$ cat src/core/cdc_conv_pkg.sv
// shared constants, types and register map of the capacitance converter core
package cdc_conv_pkg;

  // ----------------------------------------------------------------
  // register offsets
  // ----------------------------------------------------------------
  localparam logic [7:0] ADDR_CH0_DATA = 8'h00;
  localparam logic [7:0] ADDR_CH1_DATA = 8'h01;
  localparam logic [7:0] ADDR_CH2_DATA = 8'h02;
  localparam logic [7:0] ADDR_CH0_REF_COUNT = 8'h08;
  localparam logic [7:0] ADDR_CH1_REF_COUNT = 8'h09;
  localparam logic [7:0] ADDR_CH2_REF_COUNT = 8'h0A;
  localparam logic [7:0] ADDR_CH0_SETTLE_CYCLES = 8'h10;
  localparam logic [7:0] ADDR_CH1_SETTLE_CYCLES = 8'h11;
  localparam logic [7:0] ADDR_CH2_SETTLE_CYCLES = 8'h12;
  localparam logic [7:0] ADDR_EVENT_STATUS = 8'h18;
  localparam logic [7:0] ADDR_FAULT_REPORT_SETUP = 8'h19;
  localparam logic [7:0] ADDR_MAIN_CONTROL = 8'h1A;
  localparam logic [7:0] ADDR_CHANNEL_SCAN_SETUP = 8'h1B;
  localparam logic [7:0] ADDR_EVENT_MASK = 8'h1C;
  localparam logic [7:0] ADDR_CH0_SENSOR_DRIVE = 8'h1E;
  localparam logic [7:0] ADDR_CH1_SENSOR_DRIVE = 8'h1F;
  localparam logic [7:0] ADDR_CH2_SENSOR_DRIVE = 8'h20;

  // ----------------------------------------------------------------
  // field positions
  // ----------------------------------------------------------------
  localparam int FAULT_DRDY_TO_IRQ_BIT = 0;
  localparam int CTRL_SLEEP_BIT = 13;
  localparam int CTRL_LOW_POWER_ACT_BIT = 11;
  localparam int CTRL_REF_EXT_BIT = 9;
  localparam int CTRL_IRQ_DISABLE_BIT = 7;
  localparam int CTRL_HIGH_DRIVE_BIT = 6;
  localparam int SCAN_AUTO_BIT = 15;
  localparam int SCAN_SEQ_LSB = 13;
  localparam int SCAN_DEGLITCH_LSB = 0;
  localparam int DRIVE_LSB = 11;

  // ----------------------------------------------------------------
  // reset values and encodings
  // ----------------------------------------------------------------
  localparam logic [15:0] REF_COUNT_RST = 16'h0080;
  localparam logic [15:0] SETTLE_CYCLES_RST = 16'h0000;
  localparam logic [15:0] FAULT_REPORT_RST = 16'h0000;
  localparam logic [15:0] MAIN_CONTROL_RST = 16'h2801;
  localparam logic [15:0] SCAN_SETUP_RST = 16'h020F;
  localparam logic [15:0] SENSOR_DRIVE_RST = 16'h0000;
  localparam logic [2:0] EVENT_MASK_RST = 3'h0;
  localparam logic [1:0] SEQ_CH0_CH1 = 2'h0;
  localparam logic [1:0] LAST_CH_TWO = 2'h2;

  // ----------------------------------------------------------------
  // types
  // ----------------------------------------------------------------
  typedef struct packed {
    logic [7:0] addr;
    logic [15:0] wdata;
    logic wr;
    logic rd;
  } reg_req_s;

  typedef enum logic [3:0] {
    ST_IDLE = 4'b0001,
    ST_SETTLE = 4'b0010,
    ST_CONVERT = 4'b0100,
    ST_DONE = 4'b1000
  } conv_state_e;

endpackage

$ cat src/core/cdc_conv_core.sv
// register file and channel sequencer of the three-channel capacitance converter
//
// Contract
// loader writes 0x9C40 to channel 0 reference count at 0x08.
// loader writes 0x03E8 to channel 1 and 2 reference counts, 0x09 and 0x0A.
// settle counts at 0x10..0x12 hold 100; channel waits that many ticks first.
// fault setup bit 0 at 0x19 routes data-ready onto active-low interrupt pin; core also gates it with event_mask at 0x1C, reset 0.
// main control at 0x1A: active, low power, external reference, irq on, normal drive.
// channel scan at 0x1B: auto-scan channel 0, 1, 2 with 10MHz deglitch.
// loader writes 0x5000 to channel 0 drive current at 0x1E.
// loader writes 0x5800 to channel 1 and 2 drive currents, 0x1F and 0x20.
// main control written last, so conversions start after all channel settings.
//
// Our own choice: the strobed register port.
`timescale 1ns/1ps

module cdc_conv_core
#(
  parameter int CHANNELS = 3
)
(
  // clock and reset
  input wire logic clk,
  input wire logic nrst,
  // register port
  input wire cdc_conv_pkg::reg_req_s bus_req,
  output logic [15:0] rdata,
  // reference clock and sensor oscillators
  input wire logic ref_clock_in,
  input wire logic [CHANNELS-1:0] sensor_in,
  // converter outputs
  output logic irq_out_n,
  output logic [1:0] active_channel,
  output logic converting,
  output logic [4:0] drive_level,
  output logic high_drive,
  output logic [2:0] deglitch_sel
);
  import cdc_conv_pkg::*;

  // ----------------------------------------------------------------
  // configuration registers
  // ----------------------------------------------------------------
  logic [15:0] ref_count [CHANNELS];
  logic [15:0] settle_cycles [CHANNELS];
  logic [15:0] sensor_drive [CHANNELS];
  logic [15:0] fault_report_setup;
  logic [15:0] main_control;
  logic [15:0] channel_scan_setup;
  logic [CHANNELS-1:0] event_mask;
  logic [CHANNELS-1:0] event_status;
  logic [15:0] chan_data [CHANNELS];

  logic wr_en;
  logic rd_en;
  logic [7:0] addr;
  assign wr_en = bus_req.wr;
  assign rd_en = bus_req.rd;
  assign addr = bus_req.addr;

  always_ff @(posedge clk or negedge nrst)
  begin
    if (!nrst)
    begin
      for (int i = 0; i < CHANNELS; i++)
      begin
        ref_count[i] <= REF_COUNT_RST;
        settle_cycles[i] <= SETTLE_CYCLES_RST;
        sensor_drive[i] <= SENSOR_DRIVE_RST;
      end
      fault_report_setup <= FAULT_REPORT_RST;
      main_control <= MAIN_CONTROL_RST;
      channel_scan_setup <= SCAN_SETUP_RST;
      event_mask <= EVENT_MASK_RST;
    end
    else if (wr_en)
    begin
      unique case (addr)
        ADDR_CH0_REF_COUNT: ref_count[0] <= bus_req.wdata;
        ADDR_CH1_REF_COUNT: ref_count[1] <= bus_req.wdata;
        ADDR_CH2_REF_COUNT: ref_count[2] <= bus_req.wdata;
        ADDR_CH0_SETTLE_CYCLES: settle_cycles[0] <= bus_req.wdata;
        ADDR_CH1_SETTLE_CYCLES: settle_cycles[1] <= bus_req.wdata;
        ADDR_CH2_SETTLE_CYCLES: settle_cycles[2] <= bus_req.wdata;
        ADDR_FAULT_REPORT_SETUP: fault_report_setup <= bus_req.wdata;
        ADDR_MAIN_CONTROL: main_control <= bus_req.wdata;
        ADDR_CHANNEL_SCAN_SETUP: channel_scan_setup <= bus_req.wdata;
        ADDR_EVENT_MASK: event_mask <= bus_req.wdata[CHANNELS-1:0];
        ADDR_CH0_SENSOR_DRIVE: sensor_drive[0] <= bus_req.wdata;
        ADDR_CH1_SENSOR_DRIVE: sensor_drive[1] <= bus_req.wdata;
        ADDR_CH2_SENSOR_DRIVE: sensor_drive[2] <= bus_req.wdata;
        default: ;
      endcase
    end
  end

  // ----------------------------------------------------------------
  // control field decode
  // ----------------------------------------------------------------
  logic sleep_mode;
  logic ref_external;
  logic irq_enabled;
  logic auto_scan;
  logic [1:0] last_channel;

  assign sleep_mode = main_control[CTRL_SLEEP_BIT];
  assign ref_external = main_control[CTRL_REF_EXT_BIT];
  assign irq_enabled = !main_control[CTRL_IRQ_DISABLE_BIT];
  assign auto_scan = channel_scan_setup[SCAN_AUTO_BIT];
  // sequence code 0 scans two channels, any other code scans all three
  assign last_channel = (channel_scan_setup[SCAN_SEQ_LSB +: 2] == SEQ_CH0_CH1) ?
                        2'h1 : LAST_CH_TWO;

  // ----------------------------------------------------------------
  // timebase: external reference edges or the core clock
  // ----------------------------------------------------------------
  logic ref_prev;
  logic tick;

  always_ff @(posedge clk or negedge nrst)
  begin
    if (!nrst)
      ref_prev <= 1'b0;
    else
      ref_prev <= ref_clock_in;
  end

  // the pin is taken as synchronous, so one register is enough to find its rising edge
  assign tick = ref_external ? (ref_clock_in && !ref_prev) : 1'b1;

  // ----------------------------------------------------------------
  // sensor edge detect
  // ----------------------------------------------------------------
  logic [CHANNELS-1:0] sensor_prev;
  logic sensor_edge;

  always_ff @(posedge clk or negedge nrst)
  begin
    if (!nrst)
      sensor_prev <= '0;
    else
      sensor_prev <= sensor_in;
  end

  assign sensor_edge = sensor_in[active_channel] && !sensor_prev[active_channel];

  // ----------------------------------------------------------------
  // channel sequencer
  // ----------------------------------------------------------------
  conv_state_e state;
  conv_state_e next_state;
  logic [15:0] tick_count;
  logic [15:0] edge_count;
  logic [15:0] settle_target;
  logic [15:0] ref_target;
  logic [1:0] next_channel;

  // a zero count still takes one tick
  assign settle_target = (settle_cycles[active_channel] == 16'h0000) ?
                         16'h0001 : settle_cycles[active_channel];
  assign ref_target = (ref_count[active_channel] == 16'h0000) ?
                      16'h0001 : ref_count[active_channel];

  always_comb
  begin
    next_state = state;
    unique case (state)
      ST_IDLE:
        if (!sleep_mode)
          next_state = ST_SETTLE;
      ST_SETTLE:
        if (sleep_mode)
          next_state = ST_IDLE;
        else if (tick && (tick_count + 16'h0001 >= settle_target))
          next_state = ST_CONVERT;
      ST_CONVERT:
        if (sleep_mode)
          next_state = ST_IDLE;
        else if (tick && (tick_count + 16'h0001 >= ref_target))
          next_state = ST_DONE;
      ST_DONE:
        next_state = sleep_mode ? ST_IDLE : ST_SETTLE;
      default:
        next_state = ST_IDLE;
    endcase
  end

  always_ff @(posedge clk or negedge nrst)
  begin
    if (!nrst)
      state <= ST_IDLE;
    else
      state <= next_state;
  end

  always_ff @(posedge clk or negedge nrst)
  begin
    if (!nrst)
      tick_count <= 16'h0000;
    else if (next_state != state)
      tick_count <= 16'h0000;
    else if (tick)
      tick_count <= tick_count + 16'h0001;
  end

  // sensor edges counted over the conversion window, saturating
  always_ff @(posedge clk or negedge nrst)
  begin
    if (!nrst)
      edge_count <= 16'h0000;
    else if (state != ST_CONVERT)
      edge_count <= 16'h0000;
    else if (sensor_edge && edge_count != 16'hFFFF)
      edge_count <= edge_count + 16'h0001;
  end

  // wrap after the last channel of the selected sequence
  assign next_channel = (active_channel >= last_channel) ? 2'h0 : active_channel + 2'h1;

  // channel advance: 0 up to last_channel (2, or 1 for sequence code 0) then wrap in auto-scan, else stay on channel 0
  always_ff @(posedge clk or negedge nrst)
  begin
    if (!nrst)
      active_channel <= 2'h0;
    else if (state == ST_IDLE || !auto_scan)
      active_channel <= 2'h0;
    else if (state == ST_DONE)
      active_channel <= next_channel;
  end

  always_ff @(posedge clk or negedge nrst)
  begin
    if (!nrst)
      for (int i = 0; i < CHANNELS; i++)
        chan_data[i] <= 16'h0000;
    else if (state == ST_DONE)
      chan_data[active_channel] <= edge_count;
  end

  // ----------------------------------------------------------------
  // data-ready events and interrupt
  // ----------------------------------------------------------------
  logic [CHANNELS-1:0] drdy_set;
  logic [CHANNELS-1:0] status_clr;

  always_comb
  begin
    drdy_set = '0;
    if (state == ST_DONE)
      drdy_set[active_channel] = 1'b1;
  end

  assign status_clr = (wr_en && addr == ADDR_EVENT_STATUS) ?
                      bus_req.wdata[CHANNELS-1:0] : '0;

  // set wins over a clear in the same cycle
  always_ff @(posedge clk or negedge nrst)
  begin
    if (!nrst)
      event_status <= '0;
    else
      event_status <= (event_status & ~status_clr) | drdy_set;
  end

  always_ff @(posedge clk or negedge nrst)
  begin
    if (!nrst)
      irq_out_n <= 1'b1;
    else
      irq_out_n <= !(fault_report_setup[FAULT_DRDY_TO_IRQ_BIT] && irq_enabled &&
                     |(event_status & event_mask));
  end

  // ----------------------------------------------------------------
  // registered status outputs
  // ----------------------------------------------------------------
  // registered from next_state, so it is high exactly while converting
  always_ff @(posedge clk or negedge nrst)
  begin
    if (!nrst)
      converting <= 1'b0;
    else
      converting <= (next_state == ST_CONVERT);
  end

  // one cycle behind a channel change
  always_ff @(posedge clk or negedge nrst)
  begin
    if (!nrst)
      drive_level <= 5'h00;
    else
      drive_level <= sensor_drive[active_channel][DRIVE_LSB +: 5];
  end

  always_ff @(posedge clk or negedge nrst)
  begin
    if (!nrst)
      high_drive <= 1'b0;
    else
      high_drive <= main_control[CTRL_HIGH_DRIVE_BIT];
  end

  always_ff @(posedge clk or negedge nrst)
  begin
    if (!nrst)
      deglitch_sel <= 3'h0;
    else
      deglitch_sel <= channel_scan_setup[SCAN_DEGLITCH_LSB +: 3];
  end

  // ----------------------------------------------------------------
  // read port, data one cycle after the strobe
  // ----------------------------------------------------------------
  always_ff @(posedge clk or negedge nrst)
  begin
    if (!nrst)
      rdata <= 16'h0000;
    else if (!rd_en)
      rdata <= 16'h0000;
    else
    begin
      unique case (addr)
        ADDR_CH0_DATA: rdata <= chan_data[0];
        ADDR_CH1_DATA: rdata <= chan_data[1];
        ADDR_CH2_DATA: rdata <= chan_data[2];
        ADDR_CH0_REF_COUNT: rdata <= ref_count[0];
        ADDR_CH1_REF_COUNT: rdata <= ref_count[1];
        ADDR_CH2_REF_COUNT: rdata <= ref_count[2];
        ADDR_CH0_SETTLE_CYCLES: rdata <= settle_cycles[0];
        ADDR_CH1_SETTLE_CYCLES: rdata <= settle_cycles[1];
        ADDR_CH2_SETTLE_CYCLES: rdata <= settle_cycles[2];
        ADDR_EVENT_STATUS: rdata <= {13'h0000, event_status};
        ADDR_FAULT_REPORT_SETUP: rdata <= fault_report_setup;
        ADDR_MAIN_CONTROL: rdata <= main_control;
        ADDR_CHANNEL_SCAN_SETUP: rdata <= channel_scan_setup;
        ADDR_EVENT_MASK: rdata <= {13'h0000, event_mask};
        ADDR_CH0_SENSOR_DRIVE: rdata <= sensor_drive[0];
        ADDR_CH1_SENSOR_DRIVE: rdata <= sensor_drive[1];
        ADDR_CH2_SENSOR_DRIVE: rdata <= sensor_drive[2];
        default: rdata <= 16'h0000;
      endcase
    end
  end

endmodule

$ cat config.mk
export PLATFORM = sky130hd
export DESIGN_NAME = cdc_conv_core
export DESIGN_NICKNAME = d
export VERILOG_FILES = /design/src/core/cdc_conv_pkg.sv /design/src/core/cdc_conv_core.sv
export SDC_FILE = /design/constraint.sdc
export NUM_CORES = 1
export LEC_CHECK = 0
export ABC_AREA = 1
export ABC_CLOCK_PERIOD_IN_PS = 8100
export BUFFER_PORTS_ARGS = -buffer_cell sky130_fd_sc_hd__buf_4
export CAP_MARGIN = 20
export CELL_PAD_IN_SITES_DETAIL_PLACEMENT = 2
export CELL_PAD_IN_SITES_GLOBAL_PLACEMENT = 2
export CORE_MARGIN = 3
export CORE_UTILIZATION = 41
export DETAILED_ROUTE_END_ITERATION = 12
export PLACE_DENSITY_LB_ADDON = 0.1
export SYNTH_ARGS = -nofsm -noshare
export SYNTH_HDL_FRONTEND = slang
export SYNTH_SLANG_ARGS = --single-unit
$ cat constraint.sdc
create_clock -name clk -period 8.1 [get_ports clk]
set_clock_uncertainty 0.15 [all_clocks]
set_input_delay 1.62 -clock clk [delete_from_list [all_inputs] [get_ports clk]]
set_output_delay 1.62 -clock clk [all_outputs]
set_load 0.02 [all_outputs]
==> flow_summary_export.csv, run 1 <==
group,metric,value,unit
job,max_cap_violations,0,
global_route,antenna_violations_before_repair,4,
cells_and_area,final.fill_count,4060,
clock_network,worst_skew_pair.late_latency,560,ps
floorplan,row_count,70,
route,num_vias,14000,
pwr,power_frac_seq,42.1,%
pwr,power_switching,1.19,mW
clock_network,postCtsHoldBufs,0,
timing,final_period_minus_worst_setup_slack,4860,ps
clock_network,clockBufferDepth,3,
global_route,gr-usage-all-layers,31.2,%
synthesis,cells_after_synth,1872,
global_route,grt_max_degree,166,
timing,fmax,0.206,GHz
synthesis,post_synth_num_cell_types,47,
pwr,power.leakage,7.99,nW
clock_network,clockRootBuffer,"sky130_fd_sc_hd__clkbuf_16",
pwr,switching_share,29.3,%
synthesis,synth.ff_latch_count,315,
critical_path,worst-setup-path-type,"flop to flop",
floorplan,chipWidth,200,um
clock_network,cts.clk_slew.worst_paths,60,ps
route,detail_route.first_pass.iterations,5,
clock_network,cts_repair_resize_count,0,
pwr,power.share.clock,44.2,%
pwr,cellPowerDensity,230,nW/um^2
floorplan,die-area,40100,sq um
critical_path,worst-endpoint-arrival,5150,ps
clock_network,htreeDepth,2,
pwr,comb_power_share,13.7,%
synthesis,synthArstFlopShare,100,%
floorplan,start_util,41.9,%
synthesis,dominantRegCellSynth,"sky130_fd_sc_hd__dfrtp_1",
cells_and_area,flow.area_growth_from_synthesis,14.5,%
worst_hold_path,hp-class,"flop to flop",
floorplan,fp.dieH,200,um
global_route,globalRouteOverflowTotal,0,
clock_network,post-cts-setup-buffers,0,
synthesis,synthesis.area_per_instance,8.25,sq um
clock_network,cts.sink_count,315,
timing,worst_slew_pin_slew,1040,ps
timing,hold_ws,273,ps
critical_path,startpoint_type,"flop",
route,detail_routed_net_length_per_standard_cell,26.1,um
pwr,power,4.07,mW
cells_and_area,nNetsFinal,1968,
floorplan,io-pin-count,61,
clock_network,cts_inserted_buffers,37,
synthesis,synth_sequential_area_ratio,51.1,%
synthesis,synthesis.nets,1943,
pwr,power_report.internal_total,2.88,mW
synthesis,mappedNetlistArea,15500,sq um
synthesis,synth_enable_flop_cells,0,
route,drt.antenna.violating_nets,0,
cells_and_area,drive_gt1_share,11.1,%
run_status,status,"completed",
critical_path,cp_max_fo,38,
clock_network,cts_tree,"yes",
floorplan,core_region_area,36900,sq um
global_route,grt_pass1_vias,15500,
route,route.final.wire_length,63500,um
place,port_buffers,60,
timing,rsz_0062_raised_after_global_routing,"no",
synthesis,synthesis_warnings,0,
timing,sum_of_negative_setup_slack,0,ps
timing,crit_share_post_route,60.0,%
cells_and_area,mostFrequentLayoutCells,"sky130_fd_sc_hd__nand2_1, sky130_fd_sc_hd__o21ai_0, sky130_fd_sc_hd__dfrtp_1, sky130_fd_sc_hd__inv_1, sky130_fd_sc_hd__buf_4",
route,vias_per_cell,5.77,
timing,finalMaxSlewViolations,0,
route,route.detailed.drc,0,
cells_and_area,mostFrequentLayoutCell,"sky130_fd_sc_hd__nand2_1",
timing,hold_violations,0,
pwr,vdd_drop_max,0.143,mV
place,detailedPlacementHpwl,43000,um
timing,setup-violations-final,0,
timing,timing.slew.headroom,30.4,%
route,detailedRoute.firstIterationViolations,1028,
place,gp_routability_congestion,0.877,
critical_path,timing.critical_path.required,8390,ps
critical_path,crit_path_end_kind,"flop",
global_route,grt_pass1_wl,95700,um
==> registers in the layout, indices dropped and copies added, names as in the netlist, 3 cells and up <==
register and cells:
drive_level 5, fault_report_setup 16, event_mask 3, sensor_prev 3, main_control 16, rdata 16
edge_count 16, ref_count 48, channel_scan_setup 16, sensor_drive 48, state 4, settle_cycles 48
chan_data 48, tick_count 16, deglitch_sel 3, event_status 3
==> cell type report <==
| type | instances | area, sq um | share of cell area, % |
|---|---|---|---|
| diodes | 1 | 2.50 | 0.0141 |
| clock buffers | 53 | 1090 | 6.14 |
| clock inverters | 15 | 204 | 1.15 |
| inverters | 182 | 683 | 3.86 |
| multi-input cells | 1278 | 6450 | 36.5 |
| flip-flops and latches | 315 | 7900 | 44.6 |
| well taps | 504 | 631 | 3.56 |
| repair buffers | 83 | 738 | 4.17 |
==> critical path, cell delays in order (launching register included) <==
cell and delay, ps:
sky130_fd_sc_hd__dfrtp_1 380, sky130_fd_sc_hd__buf_4 200, sky130_fd_sc_hd__inv_2 650, sky130_fd_sc_hd__a21oi_1 140
sky130_fd_sc_hd__a22oi_1 440, sky130_fd_sc_hd__nand4_1 160, sky130_fd_sc_hd__or2_0 250, sky130_fd_sc_hd__o31ai_1 260
sky130_fd_sc_hd__ha_1 290, sky130_fd_sc_hd__nand4_1 110, sky130_fd_sc_hd__nor2_1 50, sky130_fd_sc_hd__nor2_1 90
sky130_fd_sc_hd__nand2_1 70, sky130_fd_sc_hd__nand2_1 60, sky130_fd_sc_hd__nand2_1 110, sky130_fd_sc_hd__nand2_1 130
sky130_fd_sc_hd__nand2_1 80, sky130_fd_sc_hd__nand3_1 70, sky130_fd_sc_hd__nand3_1 640, sky130_fd_sc_hd__nor3_1 380
==> power groups by stage <==
stage	Combinational, mW	Clock (mW)	Sequential, mW
5_1_grt	0.626	1.90	1.72
3_5_place_dp	0.552	0	1.74
6_report	0.556	1.80	1.71
3_3_place_gp	0.523	0	1.73
4_1_cts	0.560	1.82	1.71
2_1_floorplan	0.361	0	1.72
==> stage by stage <==
step | util, % | instances | worst slack, ps | area (sq um)
after floorplan | - | 1872 | 4830 | 15500
after detailed placement | 44.3 | 2358 | 3160 | 16300
final | 48.0 | 2431 | 3240 | 17700
after global routing | 48.0 | 2430 | 2720 | 17700
after CTS | 47.8 | 2426 | 3290 | 17600
after global placement | 44.1 | 2356 | 3440 | 16300
==> final timing paths <==
path                            cells after the start                     startpoint                       endpoint  slack (ps)
worst max register to register                     19  active_channel[0]$_DFFE_PN0P_      tick_count[1]$_DFFE_PN0P_        3240
worst max-delay path                               19  active_channel[0]$_DFFE_PN0P_      tick_count[1]$_DFFE_PN0P_        3240
min in group asynchronous                           1                           nrst  settle_cycles[28]$_DFFE_PN0P_         900
worst min register to register                      0    main_control[6]$_DFFE_PN0P_           high_drive$_DFF_PN0_         270
max in group asynchronous                           2                           nrst   settle_cycles[5]$_DFFE_PN0P_        5430
worst min-delay path                                0    main_control[6]$_DFFE_PN0P_           high_drive$_DFF_PN0_         270
==> Yosys cell counts, types with 2 or more instances <==
cell type / number / share of area, %
sky130_fd_sc_hd__mux2i_1: 2 / 0.13
sky130_fd_sc_hd__o31ai_1: 2 / 0.097
sky130_fd_sc_hd__nor3_1: 24 / 0.78
sky130_fd_sc_hd__a21oi_1: 73 / 2.4
sky130_fd_sc_hd__inv_2: 17 / 0.41
sky130_fd_sc_hd__dfstp_2: 13 / 2.2
sky130_fd_sc_hd__nor2_4: 3 / 0.22
sky130_fd_sc_hd__o21ai_0: 305 / 9.9
sky130_fd_sc_hd__nand3_1: 26 / 0.84
sky130_fd_sc_hd__dfrtp_1: 302 / 49
sky130_fd_sc_hd__a22oi_1: 26 / 1.3
sky130_fd_sc_hd__clkbuf_1: 72 / 1.7
sky130_fd_sc_hd__inv_1: 165 / 4.0
sky130_fd_sc_hd__ha_1: 39 / 3.2
sky130_fd_sc_hd__a221oi_1: 11 / 0.62
sky130_fd_sc_hd__nor2_2: 11 / 0.45
sky130_fd_sc_hd__a41oi_1: 8 / 0.45
sky130_fd_sc_hd__xnor2_1: 2 / 0.11
sky130_fd_sc_hd__nor3_4: 3 / 0.32
sky130_fd_sc_hd__o21bai_1: 2 / 0.097
sky130_fd_sc_hd__buf_2: 16 / 0.52
sky130_fd_sc_hd__a2bb2oi_1: 2 / 0.11
sky130_fd_sc_hd__nor2_1: 71 / 1.7
sky130_fd_sc_hd__o21ai_1: 11 / 0.36
sky130_fd_sc_hd__a211oi_1: 13 / 0.63
sky130_fd_sc_hd__nand4_1: 27 / 1.1
sky130_fd_sc_hd__nand2_2: 6 / 0.24
sky130_fd_sc_hd__a22o_1: 9 / 0.51
sky130_fd_sc_hd__nor3_2: 13 / 0.84
sky130_fd_sc_hd__nor4_1: 8 / 0.32
sky130_fd_sc_hd__nand2_1: 539 / 13
sky130_fd_sc_hd__xor2_1: 9 / 0.51
sky130_fd_sc_hd__buf_4: 7 / 0.34
sky130_fd_sc_hd__a31oi_1: 7 / 0.28
sky130_fd_sc_hd__o22ai_1: 15 / 0.61
sky130_fd_sc_hd__o21a_1: 2 / 0.097
==> routing by layer <==
layer / wire, um / vias up / global-route usage [%]
li1: - / 6257 / -
met1: 26100 / 7225 / 38.8
met2: 30400 / 394 / 52.0
met3: 3820 / 156 / 6.76
met4: 3090 / 4 / 14.5
met5: 31 / - / 0
==> cells by family after synthesis <==
logic type                 after synthesis  synth area share (%)
adders and majority gates               39                  3.16
AOI/OAI and AO/OA                      488                  17.5
DFF                                    315                  51.1
buffers and inverters                  279                  7.13
and+or+nand+nor                        738                  20.4
muxes                                    2                 0.130
xor gates and xnor gates                11                 0.624
Power figures use the tool's default switching activity.
==> run 2: changes to the inputs <==
Settings changed: ABC_CLOCK_PERIOD_IN_PS 8100 to 4100, CORE_UTILIZATION 41 to 34.
Clock period 8.1 ns to 4.1 ns, I/O delays scaled along.
==> flow_summary_export.csv, run 2 (synthesis gave the netlist of run 1 again) <==
group,metric,value,unit
floorplan,core_region_area,44500,sq um
route,detailedRoute.firstIterationViolations,1024,
route,detail_route.first_pass.iterations,5,
cells_and_area,flow.area_growth_from_synthesis,16.3,%
clock_network,clockRootBuffer,"sky130_fd_sc_hd__clkbuf_16",
clock_network,cts.sink_count,315,
floorplan,row_count,77,
cells_and_area,drive_gt1_share,12.4,%
pwr,cellPowerDensity,441,nW/um^2
critical_path,crit_path_end_kind,"flop",
timing,hold_violations,0,
critical_path,timing.critical_path.slowest_cell_delay,770,ps
place,gp_routability_congestion,0.831,
place,port_buffers,60,
floorplan,chipWidth,219,um
timing,final_period_minus_worst_setup_slack,3710,ps
clock_network,clockBufferDepth,3,
route,drt.antenna.violating_nets,0,
critical_path,crit_slowest_cell,"sky130_fd_sc_hd__nor2_2",
global_route,use_met2,44.1,%
global_route,most_used_layer_global_route,"met2",
worst_hold_path,hp-class,"primary input to async pin",
cells_and_area,mostFrequentLayoutCell,"sky130_fd_sc_hd__nand2_1",
cells_and_area,mostFrequentLayoutCells,"sky130_fd_sc_hd__nand2_1, sky130_fd_sc_hd__o21ai_0, sky130_fd_sc_hd__dfrtp_1, sky130_fd_sc_hd__inv_1, sky130_fd_sc_hd__buf_4",
place,detailedPlacementHpwl,45000,um
pwr,power.leakage,8.06,nW
critical_path,worst-endpoint-arrival,4020,ps
pwr,vdd_drop_max,0.276,mV
place,placed_cells,2471,
clock_network,cts_repair_resize_count,0,
run_status,status,"completed",
global_route,grt_pass1_wl,94700,um
route,route.final.wire_length,62800,um
floorplan,io-pin-count,61,
timing,crit_share_post_route,90.4,%
global_route,gr-usage-all-layers,26.4,%
place,post_placement_worst_setup_slack,161,ps
clock_network,worst_skew_pair.late_latency,570,ps
timing,fmax,0.270,GHz
critical_path,cp_max_fo,16,
global_route,globalRouteOverflowTotal,0,
route,num_vias,13800,
timing,timing.slew.headroom,31.7,%
cells_and_area,ff_latch_area,7900,sq um
route,vias_per_cell,5.42,
cells_and_area,multiInputGateArea,6490,sq um
floorplan,die-area,48000,sq um
timing,sum_of_negative_setup_slack,0,ps
critical_path,worst-path-buf-inv,0,
critical_path,critical_path.most_common_cell,"sky130_fd_sc_hd__nand2_1",
timing,finalMaxSlewViolations,0,
pwr,power,7.91,mW
clock_network,cts_tree,"yes",
global_route,grt_util_met3,3.43,%
timing,worst_slew_pin_slew,1020,ps
cells_and_area,final.fill_count,5023,
timing,setup-violations-final,0,
critical_path,critPathTopFamily,"simple AND/OR/NAND/NOR gates",
critical_path,startpoint_type,"flop",
timing,rsz_0062_raised_after_global_routing,"no",
clock_network,htreeDepth,2,
cells_and_area,final_cell_count_no_fill,2544,
route,route.detailed.drc,0,
critical_path,timing.critical_path.required,4410,ps
route,detail_routed_net_length_per_standard_cell,24.7,um
clock_network,post-cts-setup-buffers,0,
clock_network,postCtsHoldBufs,0,
clock_network,cts_inserted_buffers,38,
timing,fin_ws,393,ps
global_route,met1_usage,35.9,%
cells_and_area,nNetsFinal,1994,
floorplan,fp.dieH,219,um
global_route,grt_pass1_vias,14800,
global_route,grt_max_degree,87,
critical_path,timing.critical_path.cells,"nor2_2 -> a22oi_2 -> nand4_1 -> o31ai_1 -> ha_1 -> nand4_1 -> nor2_1 -> nor2_1 -> nand2_1 -> nand2_1 -> nand2_1 -> nand2_1 -> nand4_1 -> o31ai_1 -> nand2_4 -> nor3_1",
job,max_cap_violations,0,
floorplan,start_util,34.7,%
critical_path,worst-setup-path-type,"flop to flop",
clock_network,cts.clk_slew.worst_paths,60,ps
global_route,antenna_violations_before_repair,4,
==> run 2: changes by cell type in the layout (fill, tap and decap cells not counted), sizes merged <==
cell / delta
buf: +23
clkbuf: +7
bufinv: -3
inv: -3
nor2: +1
==> run 2: through the flow <==
step | hold slack (ps) | utilization [%] | cell area [sq um]
after global routing | 151 | 40.4 | 18000
final | 116 | 40.4 | 18000
after floorplan | 224 | - | 15500
after CTS | 133 | 40.1 | 17900
after detailed placement | 258 | 37.3 | 16600
after global placement | 252 | 37.3 | 16600
==> run 2: path summary, 6_finish.rpt <==
kind,from,end,slack [ps],cells after the start
max,active_channel[0]$_DFFE_PN0P_,tick_count[3]$_DFFE_PN0P_,390,16
min,nrst,drive_level[2]$_DFF_PN0_,120,1
max reg2reg,active_channel[0]$_DFFE_PN0P_,tick_count[3]$_DFFE_PN0P_,390,16
min reg2reg,main_control[6]$_DFFE_PN0P_,high_drive$_DFF_PN0_,260,0
max in group asynchronous,nrst,channel_scan_setup[2]$_DFFE_PN1P_,2740,2
min in group clk,ref_clock_in,ref_prev$_DFF_PN0_,210,1
==> run 2: layout make-up <==
type	instances	share of cell area, %
sequential	315	44.0
multi-input combinational	1279	36.1
clock buffer	60	6.48
timing repair buffer	106	4.90
tap	592	4.12
inverter	182	3.83
clock inverter	8	0.536
timing repair inverter	1	0.0348
antenna	1	0.0139
==> run 2: report_power, final <==
part	switching (mW)	internal (mW)	total (mW)	leakage [nW]
combinational	0.772	0.321	1.09	3.15
sequential	0.121	3.26	3.39	4.29
clock	1.42	2.02	3.44	0.618
==> run 2: layer usage <==
layer | up-vias | wire length [um]
met3 | 88 | 2650
met4 | 2 | 1830
met1 | 7096 | 28300
met5 | - | 8
met2 | 289 | 30000
li1 | 6310 | -
==> run 3: changes to the inputs <==
Settings changed: MAX_ROUTING_LAYER from default to met4.
==> flow_summary_export.csv, run 3 (synthesis gave the netlist of run 1 again) <==
group,metric,value,unit
run_status,status,"completed",
critical_path,startpoint_type,"flop",
cells_and_area,mostFrequentLayoutCell,"sky130_fd_sc_hd__nand2_1",
critical_path,timing.critical_path.required,4410,ps
floorplan,core_region_area,44500,sq um
timing,final_period_minus_worst_setup_slack,3790,ps
timing,timing.slew.headroom,29.0,%
clock_network,clockBufferDepth,3,
place,post_placement_worst_setup_slack,230,ps
place,detailedPlacementHpwl,45600,um
floorplan,die-area,48000,sq um
critical_path,worst-endpoint-arrival,4090,ps
place,port_buffers,60,
pwr,power,7.82,mW
clock_network,cts.sink_count,315,
route,detail_routed_net_length_per_standard_cell,24.9,um
cells_and_area,ff_latch_area,7900,sq um
pwr,cellPowerDensity,438,nW/um^2
clock_network,clockRootBuffer,"sky130_fd_sc_hd__clkbuf_16",
timing,fin_ws,314,ps
clock_network,worst_skew_pair.late_latency,580,ps
worst_hold_path,hp-class,"primary input to async pin",
pwr,vdd_drop_max,0.280,mV
route,detailedRoute.firstIterationViolations,854,
timing,rsz_0062_raised_after_global_routing,"no",
cells_and_area,multiInputGateArea,6470,sq um
global_route,grt_pass1_vias,14800,
timing,hold_violations,0,
clock_network,cts.clk_slew.worst_paths,70,ps
timing,finalMaxSlewViolations,0,
route,route.final.wire_length,63300,um
pwr,power.leakage,8.01,nW
floorplan,fp.dieH,219,um
route,vias_per_cell,5.42,
critical_path,worst-setup-path-type,"flop to flop",
route,drt.antenna.violating_nets,0,
cells_and_area,final_cell_count_no_fill,2539,
timing,fmax,0.264,GHz
route,num_vias,13800,
cells_and_area,drive_gt1_share,11.9,%
global_route,grt_pass1_wl,95500,um
floorplan,chipWidth,219,um
route,route.detailed.drc,0,
critical_path,cp_max_fo,39,
timing,worst_slew_pin_slew,1060,ps
clock_network,postCtsHoldBufs,0,
cells_and_area,nNetsFinal,1990,
place,placed_cells,2469,
cells_and_area,final.fill_count,5033,
timing,setup-violations-final,0,
cells_and_area,flow.area_growth_from_synthesis,15.5,%
floorplan,row_count,77,
timing,crit_share_post_route,92.3,%
global_route,globalRouteOverflowTotal,0,
timing,hold_ws,95.7,ps
floorplan,start_util,34.7,%
route,detail_route.first_pass.iterations,5,
clock_network,cts_inserted_buffers,38,
floorplan,io-pin-count,61,
global_route,grt_max_degree,78,
job,max_cap_violations,0,
critical_path,r2r.worst_path.cells,22,
place,gp_routability_congestion,0.854,
critical_path,crit_path_end_kind,"flop",
global_route,gr-usage-all-layers,27.5,%
clock_network,htreeDepth,2,
timing,sum_of_negative_setup_slack,0,ps
global_route,antenna_violations_before_repair,3,
clock_network,cts_tree,"yes",
cells_and_area,mostFrequentLayoutCells,"sky130_fd_sc_hd__nand2_1, sky130_fd_sc_hd__o21ai_0, sky130_fd_sc_hd__dfrtp_1, sky130_fd_sc_hd__inv_1, sky130_fd_sc_hd__buf_4",
## run 3: cell types whose count changed in the layout (fill, tap and decap cells not counted), moves of 2 or more
| cell | previous run | this run |
|---|---|---|
| sky130_fd_sc_hd__a22oi_1 | 23 | 25 |
| sky130_fd_sc_hd__clkbuf_1 | 9 | 11 |
| sky130_fd_sc_hd__buf_4 | 100 | 97 |
| sky130_fd_sc_hd__clkinv_2 | 4 | 6 |
| sky130_fd_sc_hd__clkbuf_8 | 13 | 10 |
| sky130_fd_sc_hd__a22oi_2 | 3 | 1 |
## run 3: final timing paths
path / from / endpoint / slack [ps]
worst min register to register: main_control[6]$_DFFE_PN0P_ / high_drive$_DFF_PN0_ / 260
worst max-delay path: active_channel[0]$_DFFE_PN0P_ / tick_count[4]$_DFFE_PN0P_ / 310
worst min-delay path: nrst / ref_count[25]$_DFFE_PN0P_ / 100
min in group clk: sensor_in[1] / sensor_prev[1]$_DFF_PN0_ / 230
max in group asynchronous: nrst / state[0]$_DFF_PN1_ / 2690
worst max register to register: active_channel[0]$_DFFE_PN0P_ / tick_count[4]$_DFFE_PN0P_ / 310
## run 3: worst max-delay path: stages, from the launching register on
cell	delay, ps
sky130_fd_sc_hd__dfrtp_1	430
sky130_fd_sc_hd__buf_6	330
sky130_fd_sc_hd__nand2_1	100
sky130_fd_sc_hd__a22oi_1	440
sky130_fd_sc_hd__nand4_1	190
sky130_fd_sc_hd__o41ai_1	360
sky130_fd_sc_hd__ha_1	290
sky130_fd_sc_hd__nand2_1	70
sky130_fd_sc_hd__nor2_1	40
sky130_fd_sc_hd__nand2_1	60
sky130_fd_sc_hd__nand2_1	50
sky130_fd_sc_hd__nor2_1	90
sky130_fd_sc_hd__nand2_1	50
sky130_fd_sc_hd__nand2_1	60
sky130_fd_sc_hd__nand2_1	70
sky130_fd_sc_hd__nand2_1	100
sky130_fd_sc_hd__nand2_1	70
sky130_fd_sc_hd__nand2_1	100
sky130_fd_sc_hd__nand2_1	50
sky130_fd_sc_hd__nand2_1	60
sky130_fd_sc_hd__nand3_1	70
sky130_fd_sc_hd__buf_4	210
sky130_fd_sc_hd__nor3_1	190
## run 3: layout make-up
type	instances	area share (%)
antenna	1	0.0140
clock buffer	59	6.33
clock inverter	8	0.428
inverter	182	3.84
multi-input combinational	1279	36.3
sequential	315	44.2
tap	592	4.15
timing repair buffer	103	4.72
## run 3: report_power, final
part	internal, mW	switching (mW)	total (mW)	leakage, nW
Combinational	0.319	0.774	1.09	3.13
Sequential	3.26	0.124	3.39	4.29
Clock	1.95	1.39	3.34	0.598
Total	5.54	2.29	7.82	8.01
## run 3: timing repair
action                     4_1_cts  5_1_grt
resized for setup                0        6
setup endpoints to repair        0       16
buffers inserted                 0        0
## run 3: layer usage
metal	vias to the layer above	track usage (%)	wire [um]
li1	6280	-	-
met1	7060	35.0	27800
met2	314	44.7	30400
met3	105	4.87	3240
met4	0	8.92	1830
met5	-	-	0
## run 3: metrics by stage
stage               area [sq um]  util [%]
floorplan                  15500         -
detailed placement         16600      37.3
global placement           16600      37.3
CTS                        17800      40.0
finish                     17900      40.1
global route               17900      40.1
